### src/core/serial_chan_pkg.sv
/*
 Constants, register map, command codes and state types for one serial
 channel's enable, command and clock glitch control.
 Assumes a single 40 MHz system clock and a plain register port.
*/
// What this block does
// Filter received serial clocks against one-sample spikes when glitch detect enabled. Code also needs transmit or receive enable set.
// A detected spike sets the receive or transmit glitch event bit.
// Clearing transmit enable disables the transmitter and holds it in reset.
// After enabling, transmit starts at the pointed descriptor once its ready flag set.
// Software should stop an active transmitter before disabling it.
// Software restarts transmit before re-enabling, unless it issued init transmit.
// Init transmit while disabled restores transmit parameters to post-reset values.
// Clearing receive enable aborts reception at once and holds receiver in reset.
// Software enters hunt before re-enabling receive, unless it issued init receive.
// Enabling receive begins at the pointed descriptor when its empty flag set.
// Init receive while disabled restores receive parameters to post-reset values.
// Combined init reinitializes both directions; new protocol runs once both enabled.
// With both enables clear, the channel sits in minimal-power state.
// Reset command resets the whole processor and disables all serial units.
// Software uses a disable sequence before changing non-dynamic mode settings.
// Parameter memory writes are accepted without disabling the channel.
// Glitch event bits stay set until cleared; interrupt only when mask set.
// Level change accepted after two agreeing samples; one-sample revert is a glitch.
package serial_chan_pkg;
   localparam int ADDR_W = 8;
   localparam int DATA_W = 32;
   // ----------------------------------------------------------------
   // Register map
   // ----------------------------------------------------------------
   localparam logic [7:0] REG_MODE = 8'h00;
   localparam logic [7:0] REG_CMD = 8'h04;
   localparam logic [7:0] REG_EVENT = 8'h08;
   localparam logic [7:0] REG_MASK = 8'h0C;
   localparam logic [7:0] REG_TXPTR = 8'h10;
   localparam logic [7:0] REG_RXPTR = 8'h14;
   localparam logic [7:0] REG_STATUS = 8'h18;
   localparam logic [7:0] MEM_BASE = 8'h80;
   localparam int MEM_AW = 5;
   localparam int MODE_W = 3;
   localparam int MODE_TXEN = 0;
   localparam int MODE_RXEN = 1;
   localparam int MODE_GDE = 2;
   localparam logic [2:0] MODE_RST = 3'h0;
   localparam int EVT_W = 2;
   localparam int EVT_RXG = 0;
   localparam int EVT_TXG = 1;
   localparam logic [1:0] EVT_RST = 2'h0;
   // ----------------------------------------------------------------
   // Commands
   // ----------------------------------------------------------------
   localparam int CMD_W = 4;
   localparam logic [3:0] CMD_INIT_BOTH = 4'h0;
   localparam logic [3:0] CMD_INIT_RX = 4'h1;
   localparam logic [3:0] CMD_INIT_TX = 4'h2;
   localparam logic [3:0] CMD_HUNT = 4'h3;
   localparam logic [3:0] CMD_STOP_TX = 4'h4;
   localparam logic [3:0] CMD_GSTOP_TX = 4'h5;
   localparam logic [3:0] CMD_RESTART_TX = 4'h6;
   localparam logic [3:0] CMD_RESET_CP = 4'hF;
   // ----------------------------------------------------------------
   // Descriptors and pointers
   // ----------------------------------------------------------------
   localparam int BD_W = 16;
   localparam int TX_READY_BIT = 15;
   localparam int RX_EMPTY_BIT = 15;
   localparam logic [4:0] TX_PTR_RST = 5'h00;
   localparam logic [4:0] RX_PTR_RST = 5'h10;
   typedef enum logic [2:0] {
      TX_OFF = 3'b000,
      TX_FETCH = 3'b001,
      TX_CHECK = 3'b010,
      TX_RUN = 3'b011,
      TX_HALT = 3'b100
   } tx_state_e;
   typedef enum logic [1:0] {
      RX_OFF = 2'b00,
      RX_FETCH = 2'b01,
      RX_CHECK = 2'b10,
      RX_RUN = 2'b11
   } rx_state_e;
endpackage

### src/core/serial_chan_ctrl.sv
/*
 Enable, command and glitch control for one serial channel.
 Software reaches it over a plain register port with read data one
 cycle after the read strobe. Serial clock inputs are synchronous.
*/
`timescale 1ns/1ps
module serial_chan_ctrl (
   input wire logic sys_clk,
   input wire logic nrst,
   input wire logic [serial_chan_pkg::ADDR_W-1:0] addr,
   input wire logic [serial_chan_pkg::DATA_W-1:0] wr_data,
   input wire logic wr_en,
   input wire logic rd_en,
   output logic [serial_chan_pkg::DATA_W-1:0] rd_data,
   input wire logic rx_clk_in,
   input wire logic tx_clk_in,
   output logic rx_clk_filt,
   output logic tx_clk_filt,
   output logic tx_run,
   output logic rx_run,
   output logic low_power,
   output logic irq,
   output logic cp_reset_out
);
   import serial_chan_pkg::*;

   function automatic logic hit(input logic [ADDR_W-1:0] a,
                                input logic [7:0] off);
      hit = (a == off);
   endfunction

   // ----------------------------------------------------------------
   // Decode
   // ----------------------------------------------------------------
   logic [MODE_W-1:0] mode;
   logic [EVT_W-1:0] event_bits;
   logic [EVT_W-1:0] mask;
   logic [MEM_AW-1:0] tx_ptr;
   logic [MEM_AW-1:0] rx_ptr;
   tx_state_e tx_state;
   tx_state_e next_tx_state;
   rx_state_e rx_state;
   rx_state_e next_rx_state;
   logic tx_en;
   logic rx_en;
   logic glitch_detect_enable;
   logic cmd_wr;
   logic [CMD_W-1:0] cmd;
   logic cmd_reset;
   logic cmd_init_tx;
   logic cmd_init_rx;
   logic mem_sel;
   logic rx_glitch;
   logic tx_glitch;
   logic [BD_W-1:0] eng_data;
   logic [MEM_AW-1:0] eng_addr;
   logic [DATA_W-1:0] reg_data;
   logic filt_en;
   logic [EVT_W-1:0] evt_set;
   logic [EVT_W-1:0] evt_clr;

   assign tx_en = mode[MODE_TXEN];
   assign rx_en = mode[MODE_RXEN];
   assign glitch_detect_enable = mode[MODE_GDE];
   assign cmd_wr = wr_en && hit(addr, REG_CMD);
   assign cmd = wr_data[CMD_W-1:0];
   // whole-processor reset
   assign cmd_reset = cmd_wr && (cmd == CMD_RESET_CP);
   // combined init hits both directions
   assign cmd_init_tx = cmd_wr && !tx_en &&
                        (cmd == CMD_INIT_TX || cmd == CMD_INIT_BOTH);
   assign cmd_init_rx = cmd_wr && !rx_en &&
                        (cmd == CMD_INIT_RX || cmd == CMD_INIT_BOTH);
   assign mem_sel = (addr[ADDR_W-1:MEM_AW+2] ==
                     MEM_BASE[ADDR_W-1:MEM_AW+2]);

   // ----------------------------------------------------------------
   // Registers written by software
   // ----------------------------------------------------------------
   always_ff @(posedge sys_clk or negedge nrst) begin
      if (!nrst) begin
         mode <= MODE_RST;
      end else if (cmd_reset) begin
         mode <= MODE_RST;
      end else if (wr_en && hit(addr, REG_MODE)) begin
         mode <= wr_data[MODE_W-1:0];
      end
   end

   always_ff @(posedge sys_clk or negedge nrst) begin
      if (!nrst) begin
         mask <= EVT_RST;
      end else if (cmd_reset) begin
         mask <= EVT_RST;
      end else if (wr_en && hit(addr, REG_MASK)) begin
         mask <= wr_data[EVT_W-1:0];
      end
   end

   // init restores transmit pointer
   always_ff @(posedge sys_clk or negedge nrst) begin
      if (!nrst) begin
         tx_ptr <= TX_PTR_RST;
      end else if (cmd_reset || cmd_init_tx) begin
         tx_ptr <= TX_PTR_RST;
      end else if (wr_en && hit(addr, REG_TXPTR)) begin
         tx_ptr <= wr_data[MEM_AW-1:0];
      end
   end

   // init restores receive pointer
   always_ff @(posedge sys_clk or negedge nrst) begin
      if (!nrst) begin
         rx_ptr <= RX_PTR_RST;
      end else if (cmd_reset || cmd_init_rx) begin
         rx_ptr <= RX_PTR_RST;
      end else if (wr_en && hit(addr, REG_RXPTR)) begin
         rx_ptr <= wr_data[MEM_AW-1:0];
      end
   end

   always_ff @(posedge sys_clk or negedge nrst) begin
      if (!nrst) begin
         cp_reset_out <= 1'b0;
      end else begin
         cp_reset_out <= cmd_reset;
      end
   end

   // ----------------------------------------------------------------
   // Glitch filters and events
   // ----------------------------------------------------------------
   // filters idle while both directions are off
   assign filt_en = glitch_detect_enable && (tx_en || rx_en);

   glitch_filter u_rx_filter (
      .sys_clk(sys_clk),
      .nrst(nrst),
      .enable(filt_en),
      .clk_in(rx_clk_in),
      .clk_out(rx_clk_filt),
      .glitch(rx_glitch)
   );

   glitch_filter u_tx_filter (
      .sys_clk(sys_clk),
      .nrst(nrst),
      .enable(filt_en),
      .clk_in(tx_clk_in),
      .clk_out(tx_clk_filt),
      .glitch(tx_glitch)
   );

   // event per glitched clock
   assign evt_set = {tx_glitch, rx_glitch};
   // write one or read clears
   assign evt_clr = (wr_en && hit(addr, REG_EVENT)) ?
                    wr_data[EVT_W-1:0] :
                    ((rd_en && hit(addr, REG_EVENT)) ? {EVT_W{1'b1}} :
                     EVT_RST);

   // A new event in the clearing cycle is kept: set wins
   always_ff @(posedge sys_clk or negedge nrst) begin
      if (!nrst) begin
         event_bits <= EVT_RST;
      end else if (cmd_reset) begin
         event_bits <= EVT_RST;
      end else begin
         event_bits <= (event_bits & ~evt_clr) | evt_set;
      end
   end

   // masked interrupt
   always_ff @(posedge sys_clk or negedge nrst) begin
      if (!nrst) begin
         irq <= 1'b0;
      end else begin
         irq <= |(event_bits & mask);
      end
   end

   // ----------------------------------------------------------------
   // Transmitter and receiver control
   // ----------------------------------------------------------------
   // Transmit fetches win the shared engine port
   assign eng_addr = (tx_state == TX_FETCH) ? tx_ptr : rx_ptr;

   always_comb begin
      next_tx_state = tx_state;
      // held in reset while disabled
      if (cmd_reset || !tx_en) begin
         next_tx_state = TX_OFF;
      end else if ((cmd_wr && (cmd == CMD_STOP_TX ||
                    cmd == CMD_GSTOP_TX)) && tx_state != TX_OFF) begin
         next_tx_state = TX_HALT;
      end else begin
         unique case (tx_state)
            TX_OFF: next_tx_state = TX_FETCH;
            TX_FETCH: next_tx_state = TX_CHECK;
            // start once ready flag set
            TX_CHECK: next_tx_state = eng_data[TX_READY_BIT] ?
                                      TX_RUN : TX_FETCH;
            TX_RUN: next_tx_state = TX_RUN;
            TX_HALT: begin
               if (cmd_wr && cmd == CMD_RESTART_TX) begin
                  next_tx_state = TX_FETCH;
               end
            end
            default: next_tx_state = TX_OFF;
         endcase
      end
   end

   always_comb begin
      next_rx_state = rx_state;
      // abort at once
      if (cmd_reset || !rx_en) begin
         next_rx_state = RX_OFF;
      end else begin
         unique case (rx_state)
            RX_OFF: next_rx_state = RX_FETCH;
            RX_FETCH: begin
               if (tx_state != TX_FETCH) begin
                  next_rx_state = RX_CHECK;
               end
            end
            // begin when empty flag set
            RX_CHECK: next_rx_state = eng_data[RX_EMPTY_BIT] ?
                                      RX_RUN : RX_FETCH;
            RX_RUN: begin
               if (cmd_wr && cmd == CMD_HUNT) begin
                  next_rx_state = RX_FETCH;
               end
            end
         endcase
      end
   end

   always_ff @(posedge sys_clk or negedge nrst) begin
      if (!nrst) begin
         tx_state <= TX_OFF;
         tx_run <= 1'b0;
      end else begin
         tx_state <= next_tx_state;
         tx_run <= (next_tx_state == TX_RUN);
      end
   end

   always_ff @(posedge sys_clk or negedge nrst) begin
      if (!nrst) begin
         rx_state <= RX_OFF;
         rx_run <= 1'b0;
      end else begin
         rx_state <= next_rx_state;
         rx_run <= (next_rx_state == RX_RUN);
      end
   end

   // minimal-power flag
   always_ff @(posedge sys_clk or negedge nrst) begin
      if (!nrst) begin
         low_power <= 1'b1;
      end else if (cmd_reset) begin
         low_power <= 1'b1;
      end else if (wr_en && hit(addr, REG_MODE)) begin
         low_power <= !wr_data[MODE_TXEN] && !wr_data[MODE_RXEN];
      end
   end

   // ----------------------------------------------------------------
   // Read mux and parameter memory
   // ----------------------------------------------------------------
   always_comb begin
      reg_data = '0;
      if (hit(addr, REG_MODE)) begin
         reg_data[MODE_W-1:0] = mode;
      end else if (hit(addr, REG_EVENT)) begin
         reg_data[EVT_W-1:0] = event_bits;
      end else if (hit(addr, REG_MASK)) begin
         reg_data[EVT_W-1:0] = mask;
      end else if (hit(addr, REG_TXPTR)) begin
         reg_data[MEM_AW-1:0] = tx_ptr;
      end else if (hit(addr, REG_RXPTR)) begin
         reg_data[MEM_AW-1:0] = rx_ptr;
      end else if (hit(addr, REG_STATUS)) begin
         reg_data[5:0] = {low_power, rx_state, tx_state};
      end
   end

   // memory writes need no disable
   param_mem u_mem (
      .sys_clk(sys_clk),
      .nrst(nrst),
      .we(wr_en && mem_sel),
      .waddr(addr[MEM_AW+1:2]),
      .wdata(wr_data[BD_W-1:0]),
      .bus_rd(rd_en),
      .bus_mem(mem_sel),
      .bus_addr(addr[MEM_AW+1:2]),
      .reg_data(reg_data),
      .rd_data(rd_data),
      .eng_addr(eng_addr),
      .eng_data(eng_data)
   );
endmodule

### src/core/glitch_filter.sv
/*
 Spike filter and glitch detector for one serial clock input.
 Assumes the clock input is already synchronous to sys_clk.
*/
`timescale 1ns/1ps
module glitch_filter (
   input wire logic sys_clk,
   input wire logic nrst,
   input wire logic enable,
   input wire logic clk_in,
   output logic clk_out,
   output logic glitch
);
   logic prev;

   // filter or bypass
   always_ff @(posedge sys_clk or negedge nrst) begin
      if (!nrst) begin
         prev <= 1'b0;
         clk_out <= 1'b0;
         glitch <= 1'b0;
      end else if (!enable) begin
         prev <= clk_in;
         clk_out <= clk_in;
         glitch <= 1'b0;
      end else begin
         prev <= clk_in;
         // two agreeing samples
         if (clk_in == prev && clk_in != clk_out) begin
            clk_out <= clk_in;
         end
         // single-sample revert
         glitch <= (prev != clk_out) && (clk_in == clk_out);
      end
   end
endmodule

### src/core/param_mem.sv
/*
 Channel parameter memory holding descriptors and parameters.
 One write port, a bus read port that also carries register read data,
 and an engine read port; both read results are registered.
*/
`timescale 1ns/1ps
module param_mem #(
   parameter int AW = serial_chan_pkg::MEM_AW,
   parameter int DW = serial_chan_pkg::BD_W
) (
   input wire logic sys_clk,
   input wire logic nrst,
   input wire logic we,
   input wire logic [AW-1:0] waddr,
   input wire logic [DW-1:0] wdata,
   input wire logic bus_rd,
   input wire logic bus_mem,
   input wire logic [AW-1:0] bus_addr,
   input wire logic [serial_chan_pkg::DATA_W-1:0] reg_data,
   output logic [serial_chan_pkg::DATA_W-1:0] rd_data,
   input wire logic [AW-1:0] eng_addr,
   output logic [DW-1:0] eng_data
);
   import serial_chan_pkg::*;
   logic [DW-1:0] mem [0:(1<<AW)-1];

   always_ff @(posedge sys_clk) begin
      if (we) begin
         mem[waddr] <= wdata;
      end
   end

   // Read data stand only in the cycle after the strobe
   always_ff @(posedge sys_clk or negedge nrst) begin
      if (!nrst) begin
         rd_data <= '0;
      end else if (!bus_rd) begin
         rd_data <= '0;
      end else if (bus_mem) begin
         rd_data <= {{(DATA_W-DW){1'b0}}, mem[bus_addr]};
      end else begin
         rd_data <= reg_data;
      end
   end

   always_ff @(posedge sys_clk or negedge nrst) begin
      if (!nrst) begin
         eng_data <= '0;
      end else begin
         eng_data <= mem[eng_addr];
      end
   end
endmodule

### config.mk
export PLATFORM = sky130hd
export DESIGN_NAME = serial_chan_ctrl
export DESIGN_NICKNAME = d
export VERILOG_FILES = /design/src/core/serial_chan_pkg.sv /design/src/core/serial_chan_ctrl.sv /design/src/core/glitch_filter.sv /design/src/core/param_mem.sv
export SDC_FILE = /design/constraint.sdc
export NUM_CORES = 1
export LEC_CHECK = 0
export BUFFER_PORTS_ARGS = -buffer_cell sky130_fd_sc_hd__buf_2
export CORE_MARGIN = 8
export CORE_UTILIZATION = 37
export DETAILED_ROUTE_END_ITERATION = 8
export GPL_TIMING_DRIVEN = 0
export SYNTH_ARGS = -nofsm -noshare
export SYNTH_HDL_FRONTEND = slang
export SYNTH_SLANG_ARGS = --single-unit
### constraint.sdc
create_clock -name sys_clk -period 5.2 [get_ports sys_clk]
set_input_delay 0.78 -clock sys_clk [delete_from_list [all_inputs] [get_ports sys_clk]]
set_output_delay 0.78 -clock sys_clk [all_outputs]
set_load 0.05 [all_outputs]
; Yosys cells after proc, flatten, opt, wreduce, memory -nomap -nowiden
; Memories as Yosys holds them, arrays and structs flattened. A register that Yosys moved wholly into a read port is not among the register bits.
; Index checks and enable logic that the tools add are counted.
[op_classes]
addsub = 0
n_mul = 0
n_div = 0
order_cmp = 0
n_eq_ne = 33
n_shift = 0
muxes = 45
bitwise = 4
n_reduce_logical = 46
[ops]
columns = operator, n
row1 = 5-bit two-way mux, 7
row2 = 16-bit two-way mux, 2
row3 = "8-bit by 5-bit equality test with 1-bit output, second input constant", 3
row4 = 2-bit two-way mux, 12
row5 = 1-bit logical AND, 23
row6 = 3-bit two-way mux, 7
row7 = "8-bit by 4-bit equality test with 1-bit output, second input constant", 2
row8 = 3-bit one-hot mux with 5 select lines, 1
row9 = "4-bit by 3-bit equality test with 1-bit output, second input constant", 3
row10 = 1-bit two-way mux, 12
row11 = "3-bit by 2-bit equality test with 1-bit output, second input constant", 3
row12 = "4-bit by 2-bit equality test with 1-bit output, second input constant", 2
row13 = "8-bit by 3-bit equality test with 1-bit output, second input constant", 1
row14 = 8-bit logical NOT, 1
row15 = 1-bit logical OR, 8
row16 = 4-bit two-way mux, 2
row17 = 2-bit one-hot mux with 4 select lines, 1
row18 = 2-bit nonzero test, 4
row19 = "2-bit equality test, second input constant", 3
row20 = 6-bit two-way mux, 1
row21 = 1-bit logical NOT, 5
row22 = 2-bit AND, 2
row23 = 1-bit equality test, 4
row24 = "4-bit by 1-bit equality test with 1-bit output, second input constant", 1
row25 = other kinds (15), 18
[word_totals]
register_bits = 49
latchBits = 0
mem_bits_rw = 512
rom_bits = 0
in_bits = 46
output_inout_bits = 39
wordCells = 148
mem_count = 1
[memory_table]
columns = memory, depth, width, read_ports, rd_clocked_by_memory_dff, write_ports, line_no
row1 = u_mem.mem, 32, 16, 2, 1, 1, param_mem.sv:25  ; logic [DW-1:0] mem [0:(1<<AW)-1];

; Logic depth before layout (Yosys ltp)
; Gate-level depths: netlist (run 1).
[logic_depth]
depth_word = 9
mapped_depth = 9
ltp_nobuf = 5

; Cells and area by module
; A second synthesis (run 1) with hierarchy kept.
[unflattened]
cells_unflattened = 1485
hier_area_um2 = 27154.8
[by_module_without_submodules]
columns = module, n_inst, cells_per_inst, area_each_um2, seq_area_each_um2
row1 = param_mem, 1, 1292, 25298.0, 16575.9
row2 = serial_chan_ctrl, 1, 175, 1609.0, 678.2
row3 = glitch_filter, 2, 9, 123.9, 75.1

; Worst setup path after synthesis (run 1)
; No wires, ideal clock.
[synth_timing]
kind = in2reg
from = input addr[2] (netlist bit)
to = memory u_mem.mem[13][0] (netlist bit) (enable)
setup_ps = 389
t_arrival_ps = 2817
required_ps = 4811
setup_slack_ps = 1995
path_stages = 7
n_path_buf = 5
path_cell_list = buf_4 -> buf_2 -> buf_2 -> buf_4 -> buf_4 -> nand4b_1 -> nor2_1
[synth_rtl]
columns = element, line_no
row1 = from (decl), serial_chan_ctrl.sv:10  ; input wire logic [serial_chan_pkg::ADDR_W-1:0] addr,
row2 = to (decl), param_mem.sv:25
; No word-level cell before the write port.

; Final worst setup path (run 1)
[layout_timing]
from = input addr[3] (netlist bit)
to = memory u_mem.mem[23][9] (netlist bit) (enable)
; No word-level cell before the write port.

==> results of run 1 <==
==> cell type report <==
type / instances / area (µm²)
clock inverter: 21 / 97.6
sequential: 562 / 16600
buffer: 74 / 409
clock buffer: 79 / 1490
inverter: 16 / 60.1
tap: 782 / 978
timing repair buffer: 69 / 652
multi-input combinational: 503 / 5570
fill: 5206 / 34300
==> Yosys cell counts, types with 3 or more instances <==
| master | instances |
|---|---|
| edfxtp_1 | 512 |
| mux4_2 | 137 |
| nor2_1 | 74 |
| dfrtp_1 | 48 |
| a22oi_1 | 41 |
| mux2i_1 | 32 |
| buf_4 | 25 |
| nand2_1 | 25 |
| buf_2 | 24 |
| o21ai_0 | 24 |
| a21oi_1 | 19 |
| clkbuf_1 | 19 |
| inv_1 | 14 |
| nor3_1 | 14 |
| a211oi_1 | 11 |
| a41oi_1 | 10 |
| nand3_1 | 10 |
| mux2_2 | 7 |
| o22ai_1 | 7 |
| a31oi_1 | 5 |
| buf_1 | 5 |
| nor2b_1 | 5 |
| o221ai_1 | 5 |
| and3_1 | 4 |
| nand4_1 | 4 |
| nand2b_1 | 3 |
| nand3b_1 | 3 |
| nor4_1 | 3 |
| o211ai_1 | 3 |
| or3_1 | 3 |
==> state kept, by name, indices dropped and copies added (netlist names), 2 cells and up <==
signal and cells:
event_bits 2, mask 2, mode 3, rx_ptr 5
rx_state 2, tx_ptr 5, tx_state 3, u_mem.mem 512
u_mem.rd_data 16
==> metrics by stage <==
stage	utilization	power, W
final	0.430	0.00917
after global routing	0.430	0.00942
after CTS	0.430	0.00923
after floorplan	-	0.00544
after global placement	0.395	0.00565
after detailed placement	0.404	0.00568
==> cells by family (layout without fill, tap and decap cells) <==
family          count (synthesis)  after routing  share of synthesized area
simple gates                  164            164                     0.0353
flops                         562            562                      0.741
mux                           178            178                      0.157
compound gates                145            145                     0.0460
buf+inv                        90            259                     0.0209
other cells                     1             16                   0.000167
==> worst paths after layout <==
check / to / slack (ps) / cells past startpoint
setup reg to reg: u_mem.eng_data[15] / 3020 / 6
hold / removal: event_bits[1] / 240 / 1
hold reg to reg: event_bits[1] / 500 / 2
max in group asynchronous: u_mem.rd_data[13] / 4420 / 1
min in group sys_clk: u_rx_filter.prev / 340 / 1
setup / recovery: u_mem.mem[23][9] / 1310 / 8
==> power by group through the flow <==
| stage | clock (W) | sequential (W) | combinational, W |
|---|---|---|---|
| 6_report | 0.00358 | 0.00500 | 0.000578 |
| 3_5_place_dp | 0 | 0.00510 | 0.000579 |
| 3_3_place_gp | 0 | 0.00510 | 0.000558 |
| 5_1_grt | 0.00380 | 0.00501 | 0.000615 |
| 4_1_cts | 0.00364 | 0.00500 | 0.000580 |
| 2_1_floorplan | 0 | 0.00512 | 0.000317 |
==> worst register-to-register path, delay by kind of cell (launching register included) <==
family	cells	cell delay (ps)
compound gates	3	750
buf+inv	1	230
flops	1	370
simple gates	2	730
==> routing by layer <==
metal | up-vias | track usage | part of all wire
met5 | - | 0 | 0
met4 | 0 | 0.0526 | 0.028
met3 | 98 | 0.0318 | 0.076
met2 | 510 | 0.289 | 0.49
met1 | 6364 | 0.226 | 0.40
li1 | 4980 | - | -
==> impl_metrics.py, run 1 <==
metrics = {
    "cts": {
        "path_clk_slew_ps": 70,
        "ctsResizeCount": 0,
        "clk_latency_ps": 600,
        "post-cts-setup-buffers": 0,
        "cts_sinks": 562,
        "clk_path_buf_depth": 3,
        "numCtsBuffers": 54,
        "h-tree-depth": 2,
        "cts_tree": "done",
        "hold_buffers": 0,
        "ctsRootBufferMaster": "clkbuf_16",
    },
    "worst_setup_path": {
        "worstSetupPathType": "input pin to register",
        "crit_chain": "buf_2, buf_2, buf_2, buf_2, buf_2, nand4_1, nor2_2, buf_16",
        "r2r-start": "tx_state[1]",
        "crit_start": "addr[3]",
        "cp-end-kind": "register",
        "cp_data_required_time_ps": 5490,
        "max_stage_delay_ps": 850,
        "crit_path_start_kind": "input pin",
        "cp.arrival_ps": 4180,
        "cpLargestDelayFamily": "buffers and inverters",
        "slowest_stage": "nor2_2",
        "path_buf_inv": 6,
        "path_max_fanout": 11,
        "cp_common_cell": "buf_2",
    },
    "placement": {
        "dp_hpwl_um": 37800,
        "pre_cts_slack_ps": 699,
        "dp.cells": 2006,
        "place_area_um2": 24300,
        "portBuffers": 52,
        "routabilityCongestion": 0.857,
    },
    "run_status": {
        "outcome": "finished, final reports clean",
    },
    "pwr": {
        "power.internal_w": 0.00715,
        "switching_power_w": 0.00201,
        "clock_power_share": 0.391,
        "switching_share": 0.220,
        "power.density_nw_per_um2": 354,
        "seqPwrFrac": 0.546,
        "p_comb_frac": 0.063,
        "p_leak_nw": 8.41,
        "ir_drop_v": 0.000266,
    },
    "final_layout": {
        "fin_cells": 2106,
        "drive_gt1_frac": 0.290,
        "antenna_cells": 0,
        "final_common_cell": "edfxtp_1",
        "nets": 1326,
        "final_design_area_no_fill_um2": 25900,
        "syn2layout_area_growth_pct": 15.3,
        "most-common-layout-cells": "edfxtp_1 (512), mux4_2 (137), buf_2 (75), clkbuf_16 (55), dfrtp_1 (48)",
    },
    "sta": {
        "whs_ps": 240,
        "hold_violations": 0,
        "rsz0062_at_grt": "no",
        "max-slew-margin-rel": 0.0254,
        "finClkSkew_ps": 23.0,
        "fin_ws_ps": 1310,
        "final-setup-viol-count": 0,
        "max_slew.worst_pin.slew_ps": 1460,
        "min_period_ps": 3890,
        "clock.fmax_mhz": 257,
        "period_share": 0.747,
        "finalSetupTns_ps": 0,
        "final_max_slew_viol_count": 0,
    },
    "grt": {
        "grt_overflow": 0,
        "first_global_vias": 12100,
        "grt_pass1_wl_um": 86700,
        "antenna_found_initial": 0,
        "grtUsageTotal": 0.172,
        "grt_max_degree": 51,
    },
    "synthesis": {
        "yosysSeqAreaShare": 0.741,
        "async_flop_share": 0.0890,
        "synth_area_leaders": "edfxtp_1 (69%), mux4_2 (14%), dfrtp_1 (5.4%)",
        "synth_edf_count": 512,
        "yosysTopAreaCell": "edfxtp_1",
        "synthesis.area_um2": 22400,
        "synthFlopType": "edfxtp_1",
        "yosys_warnings": 0,
        "netlist.area_leader.share": 0.685,
        "syn_inst": 1140,
        "avgSynthCellArea_um2": 19.7,
        "synth_cell_types": 62,
        "ys_ff_latch": 562,
    },
    "floorplanning": {
        "die_w_um": 262,
        "rows": 90,
        "ios": 85,
        "die_area_um2": 68800,
        "coreArea_um2": 60100,
        "initial_core_util": 0.373,
        "dieHeight_um": 262,
    },
    "routing": {
        "vias": 12000,
        "viasPerCell": 5.68,
        "drtPass1Iterations": 4,
        "drt_iter0_drc": 1173,
        "drtAntennaViolNets": 0,
        "wl_per_cell_um": 28.7,
        "drc": 0,
        "routed_wl_um": 60400,
    },
    "run": {
        "timing.max_cap.violations": 0,
    },
    "min_path": {
        "min_path_type": "input pin to asynchronous set/reset pin",
    },
}
No activity file was read; power rests on OpenSTA's default activity.
==> run 2: changes to the inputs <==
==> constraint.sdc (replaced) <==
create_clock -name sys_clk -period 3.42 [get_ports sys_clk]
set_input_delay 0.513 -clock sys_clk [delete_from_list [all_inputs] [get_ports sys_clk]]
set_output_delay 0.513 -clock sys_clk [all_outputs]
set_load 0.05 [all_outputs]
==> run 2 against run 1 <==
  * The flow now finishes with violations (hold timing, setup timing)
  * Clock-buffer cell count unchanged
  * Clock power increased by 52%
  * Clock skew increased by 2.5 ps
  * Critical path depth unchanged
  * Worst hold slack got worse by 260 ps
  * Worst setup slack got worse by 1400 ps
  * Core utilization increased by 0.65 points
  * Register-to-register slack got worse by 1800 ps
  * Critical path type unchanged
  * Critical endpoint is now u_mem.mem[22][8]
  * Largest cell class unchanged
==> impl_metrics.py, run 2 (synthesized netlist as in run 1, its figures left out) <==
metrics = {
    "sta": {
        "rsz0062_at_grt": "yes",
        "final_max_slew_viol_count": 0,
        "clock.fmax_mhz": 286,
        "finalSetupTns_ps": -1820,
        "period_share": 1.02,
        "finClkSkew_ps": 25.4,
        "min_period_ps": 3500,
        "fin_ws_ps": -80.8,
        "final-setup-viol-count": 32,
        "hold_violations": 23,
        "whs_ps": -24.2,
        "max-slew-margin-rel": 0.0372,
        "max_slew.worst_pin.slew_ps": 1440,
    },
    "worst_setup_path": {
        "cp.arrival_ps": 3800,
        "worstSetupPathType": "input pin to register",
        "cp-end-kind": "register",
        "cp_data_required_time_ps": 3720,
        "crit_path_start_kind": "input pin",
        "r2r_setup_slack_ps": 1270,
        "path_max_fanout": 11,
    },
    "run_status": {
        "outcome": "finished with violations",
        "violations": "hold timing, setup timing",
    },
    "final_layout": {
        "top_register": "u_mem.mem",
        "syn2layout_area_growth_pct": 17.0,
        "top_regs": "u_mem.mem: 512 flops, u_mem.rd_data: 16 flops",
        "fin_cells": 2133,
        "final_common_cell": "edfxtp_1",
        "most-common-layout-cells": "edfxtp_1 (512), mux4_2 (137), buf_2 (75), clkbuf_16 (55), dfrtp_1 (48)",
        "nets": 1353,
        "antenna_cells": 0,
        "largest_reg_flops": 512,
        "utilization": 0.437,
        "drive_gt1_frac": 0.304,
    },
    "routing": {
        "drt_iter0_drc": 1229,
        "drtAntennaViolNets": 0,
        "drtPass1Iterations": 5,
        "viasPerCell": 5.66,
        "wl_per_cell_um": 28.6,
        "vias": 12100,
        "routed_wl_um": 61000,
        "drc": 0,
    },
    "floorplanning": {
        "dieHeight_um": 262,
        "die_area_um2": 68800,
        "coreArea_um2": 60100,
        "initial_core_util": 0.373,
        "die_w_um": 262,
        "rows": 90,
        "ios": 85,
    },
    "grt": {
        "grtUsageTotal": 0.172,
        "grt_overflow": 0,
        "first_global_vias": 12100,
        "antenna_found_initial": 0,
        "grt_max_degree": 51,
        "grt_pass1_wl_um": 87000,
    },
    "cts": {
        "hold_buffers": 0,
        "clk_latency_ps": 600,
        "path_clk_slew_ps": 70,
        "cts_tree": "done",
        "ctsRootBufferMaster": "clkbuf_16",
        "h-tree-depth": 2,
        "numCtsBuffers": 54,
        "cts_sinks": 562,
        "clk_path_buf_depth": 3,
    },
    "pwr": {
        "p_leak_nw": 8.58,
        "ir_drop_v": 0.000404,
        "power.density_nw_per_um2": 531,
        "power_w": 0.0139,
    },
    "placement": {
        "portBuffers": 52,
        "routabilityCongestion": 0.857,
        "dp_hpwl_um": 37800,
        "dp.cells": 2006,
    },
    "run": {
        "timing.max_cap.violations": 0,
    },
    "min_path": {
        "min_path_type": "input pin to asynchronous set/reset pin",
    },
}
## run 2: worst paths after layout
kind                                    start                 end  depth (start not counted)
min                                      nrst       event_bits[1]                          1
max reg2reg                       tx_state[1]  u_mem.eng_data[15]                          6
min reg2reg                u_tx_filter.glitch       event_bits[1]                          2
min in group sys_clk                rx_clk_in    u_rx_filter.prev                          1
max in group asynchronous                nrst   u_mem.rd_data[13]                          1
max                                   addr[3]    u_mem.mem[22][8]                          8
## run 2: worst max-delay path, cell delays in order
cell     delay (ps)
buf_2           130
buf_2           310
buf_2           350
buf_2           470
nor2b_1         360
nand3_1         600
nor2_2          800
buf_16          230
## run 2: what timing repair did
| item | CTS | global route |
|---|---|---|
| pin swaps | 3 | 3 |
| resized for setup | 1 | 9 |
| setup endpoints to repair | 202 | 232 |
| setup buffers | 13 | 14 |
## run 2: through the flow
| step | area, µm² | setup WS [ps] |
|---|---|---|
| 3_5_place_dp | 24300 | -814 |
| 4_1_cts | 26100 | -179 |
| 5_1_grt | 26300 | -188 |
| 3_3_place_gp | 23700 | -1640 |
| 2_1_floorplan | 22500 | 482 |
| 6_report | 26300 | -80.8 |
## run 2: routing by layer
layer  up-vias  part of all wire  track usage
li1       5032                 -            -
met3       102             0.075       0.0293
met5         -                 0            0
met2       530              0.49        0.290
met1      6419              0.40        0.229
met4         0             0.028       0.0529
## run 2: final cells by class
type | count | area (µm²)
multi-input cells | 503 | 5620
repair buffers | 96 | 992
clock inverters | 21 | 97.6
clock buffers | 79 | 1490
flip-flops and latches | 562 | 16600
well taps | 782 | 978
inverters | 16 | 60.1
fillers | 5150 | 33900
plain buffers | 74 | 409
## run 2: power by group
part	total, W	switching (W)	internal (W)
sequential	0.00761	0.0000357	0.00757
combinational	0.000890	0.000584	0.000306
clock	0.00545	0.00245	0.00300
total	0.0139	0.00307	0.0109
==> run 3: changes to the inputs <==
--- a/config.mk
+++ b/config.mk
@@ -6,10 +6,12 @@
 export NUM_CORES = 1
 export LEC_CHECK = 0
 export BUFFER_PORTS_ARGS = -buffer_cell sky130_fd_sc_hd__buf_2
+export CAP_MARGIN = 20
 export CORE_MARGIN = 8
-export CORE_UTILIZATION = 37
+export CORE_UTILIZATION = 55
 export DETAILED_ROUTE_END_ITERATION = 8
 export GPL_TIMING_DRIVEN = 0
+export PLACE_DENSITY = 0.75
 export SYNTH_ARGS = -nofsm -noshare
 export SYNTH_HDL_FRONTEND = slang
 export SYNTH_SLANG_ARGS = --single-unit
==> run 3 against run 2 <==
  * Via count up 5.1%
  * The run ends with setup timing left
  * Worst setup slack improved by 43 ps
  * Critical endpoint is now u_mem.mem[14][7]
  * Flip-flop and latch count unchanged
  * Largest cell class unchanged
  * Largest power group unchanged
  * Cell area shrank 0.14%
  * Sequential share of layout area is 0.088 points higher
  * Core utilization grew 21 points
  * Die area shrank 31%
  * Final cell count fell by 12%
  * Sequential power about the same
  * Power increased by 4.7%
  * Non-clock buffer count unchanged
  * First-iteration DRC count rose by 60%
==> impl_metrics.py, run 3 (synthesized netlist as in run 1, its figures left out) <==
metrics = {
    "worst_setup_path": {
        "crit_chain": "buf_2, buf_2, buf_2, buf_2, nor2b_1, nand3_1, nor2_2, buf_8",
        "cpLargestDelayFamily": "simple AND/OR/NAND/NOR gates",
        "cp_data_required_time_ps": 3710,
        "r2r-start": "tx_state[1]",
        "cp-end-kind": "register",
        "slowest_stage": "nor2_2",
        "worstSetupPathType": "input pin to register",
        "crit_path_start_kind": "input pin",
        "r2r_setup_slack_ps": 1290,
        "path_max_fanout": 10,
        "max_stage_delay_ps": 940,
        "cp_common_cell": "buf_2",
        "path_buf_inv": 5,
        "r2r_end": "u_mem.eng_data[15]",
        "cp.arrival_ps": 3750,
        "r2r_cells": 6,
        "crit_start": "addr[3]",
    },
    "sta": {
        "final_max_slew_viol_count": 0,
        "max-slew-margin-rel": 0.252,
        "period_share": 1.01,
        "final-setup-viol-count": 8,
        "max_slew.worst_pin.slew_ps": 1120,
        "finClkSkew_ps": 11.8,
        "fin_ws_ps": -38.3,
        "min_period_ps": 3460,
        "whs_ps": 84.4,
        "rsz0062_at_grt": "yes",
        "hold_violations": 0,
        "clock.fmax_mhz": 289,
        "finalSetupTns_ps": -274,
    },
    "cts": {
        "clk_latency_ps": 590,
        "h-tree-depth": 2,
        "path_clk_slew_ps": 60,
        "clk_path_buf_depth": 3,
        "cts_sinks": 562,
        "ctsRootBufferMaster": "clkbuf_16",
        "cts_tree": "done",
        "numCtsBuffers": 53,
    },
    "min_path": {
        "min_path_type": "input pin to register",
        "min_to": "u_tx_filter.prev",
        "min_path_cells": 1,
        "min-delay-start": "tx_clk_in",
    },
    "pwr": {
        "switching_power_w": 0.00310,
        "clock_power_share": 0.417,
        "ir_drop_v": 0.000323,
        "p_leak_nw": 8.73,
        "p_comb_frac": 0.061,
        "power.density_nw_per_um2": 556,
        "seqPwrFrac": 0.521,
        "power.internal_w": 0.0115,
        "switching_share": 0.212,
    },
    "floorplanning": {
        "initial_core_util": 0.553,
        "coreArea_um2": 40600,
        "ios": 85,
        "rows": 74,
        "die_area_um2": 47500,
        "dieHeight_um": 218,
        "die_w_um": 218,
    },
    "placement": {
        "dp.cells": 1774,
        "pre_cts_slack_ps": -803,
        "routabilityCongestion": 0.956,
        "portBuffers": 52,
        "dp_hpwl_um": 38100,
    },
    "grt": {
        "grt_max_degree": 39,
        "grtUsageTotal": 0.250,
        "grt_pass1_wl_um": 85700,
        "grt_overflow": 0,
        "antenna_found_initial": 0,
        "first_global_vias": 12700,
    },
    "run_status": {
        "outcome": "finished with violations",
        "violations": "setup timing",
    },
    "final_layout": {
        "nets": 1352,
        "regArea_um2": 16600,
        "final_common_cell": "edfxtp_1",
        "largest_reg_flops": 512,
        "drive_gt1_frac": 0.313,
        "syn2layout_area_growth_pct": 16.9,
        "antenna_cells": 0,
        "fin_cells": 1882,
        "top_regs": "u_mem.mem: 512 flops, u_mem.rd_data: 16 flops",
        "most-common-layout-cells": "edfxtp_1 (512), mux4_2 (137), buf_2 (76), clkbuf_16 (53), dfrtp_1 (48)",
        "fillCellCount": 2579,
        "top_register": "u_mem.mem",
        "multiInputGateArea_um2": 5550,
    },
    "routing": {
        "drc": 0,
        "vias": 12700,
        "wl_per_cell_um": 31.7,
        "routed_wl_um": 59700,
        "drtAntennaViolNets": 0,
        "viasPerCell": 6.75,
        "drtPass1Iterations": 6,
        "drt_iter0_drc": 1969,
    },
    "run": {
        "timing.max_cap.violations": 0,
    },
}
-- run 3: changes by cell type in the layout (fill, tap and decap cells not counted), sizes merged --
cell,previous run,this run
inv,15,16
bufinv,0,8
clkinv,22,15
clkinvlp,0,1
dlygate4sd3,0,1
buf,151,150
clkbuf,98,94
-- run 3: routing by layer --
metal,track usage,part of all wire
met2,0.393,0.47
met3,0.0645,0.12
met5,0,0
met1,0.325,0.36
met4,0.116,0.049
-- run 3: layout make-up --
class | count | share of cell area
Sequential cell | 562 | 0.634
Timing Repair Buffer | 96 | 0.0426
Buffer | 74 | 0.0156
Clock inverter | 24 | 0.0124
Tap cell | 532 | 0.0254
Clock buffer | 75 | 0.0564
Multi-Input combinational cell | 503 | 0.211
Inverter | 16 | 0.00229
-- run 3: what timing repair did --
| action | CTS | global route |
|---|---|---|
| hold buffers | 1 | 0 |
| hold endpoints to repair | 16 | 0 |
| endpoints found under the setup margin | 93 | 216 |
| setup buffers | 2 | 6 |
| pin swaps | 0 | 2 |
| gates resized for setup | 3 | 7 |
-- run 3: how the worst max path moves through the flow --
stage	endpoint	slack, ps	cells after the start
after floorplan	u_mem.mem[13][0]	480	7
after global placement	u_mem.mem[5][10]	-1460	8
after detailed placement	u_mem.mem[1][10]	-800	9
after CTS	u_mem.mem[17][12]	-160	9
after global routing	u_mem.mem[14][7]	-30	8
final	u_mem.mem[14][7]	-40	8
-- run 3: through the flow --
stage | total power [W] | area, µm² | utilization
2_1_floorplan | 0.00827 | 22500 | -
3_3_place_gp | 0.00857 | 23400 | 0.578
3_5_place_dp | 0.00862 | 24300 | 0.599
4_1_cts | 0.0146 | 26200 | 0.645
5_1_grt | 0.0149 | 26200 | 0.647
6_report | 0.0146 | 26200 | 0.647
-- run 3: power by group through the flow --
stage / registers (W) / logic [W] / clock network (W)
floorplan: 0.00779 / 0.000482 / 0
global placement: 0.00775 / 0.000827 / 0
detailed placement: 0.00775 / 0.000869 / 0
CTS: 0.00761 / 0.000880 / 0.00612
global route: 0.00761 / 0.000941 / 0.00637
finish: 0.00761 / 0.000894 / 0.00609
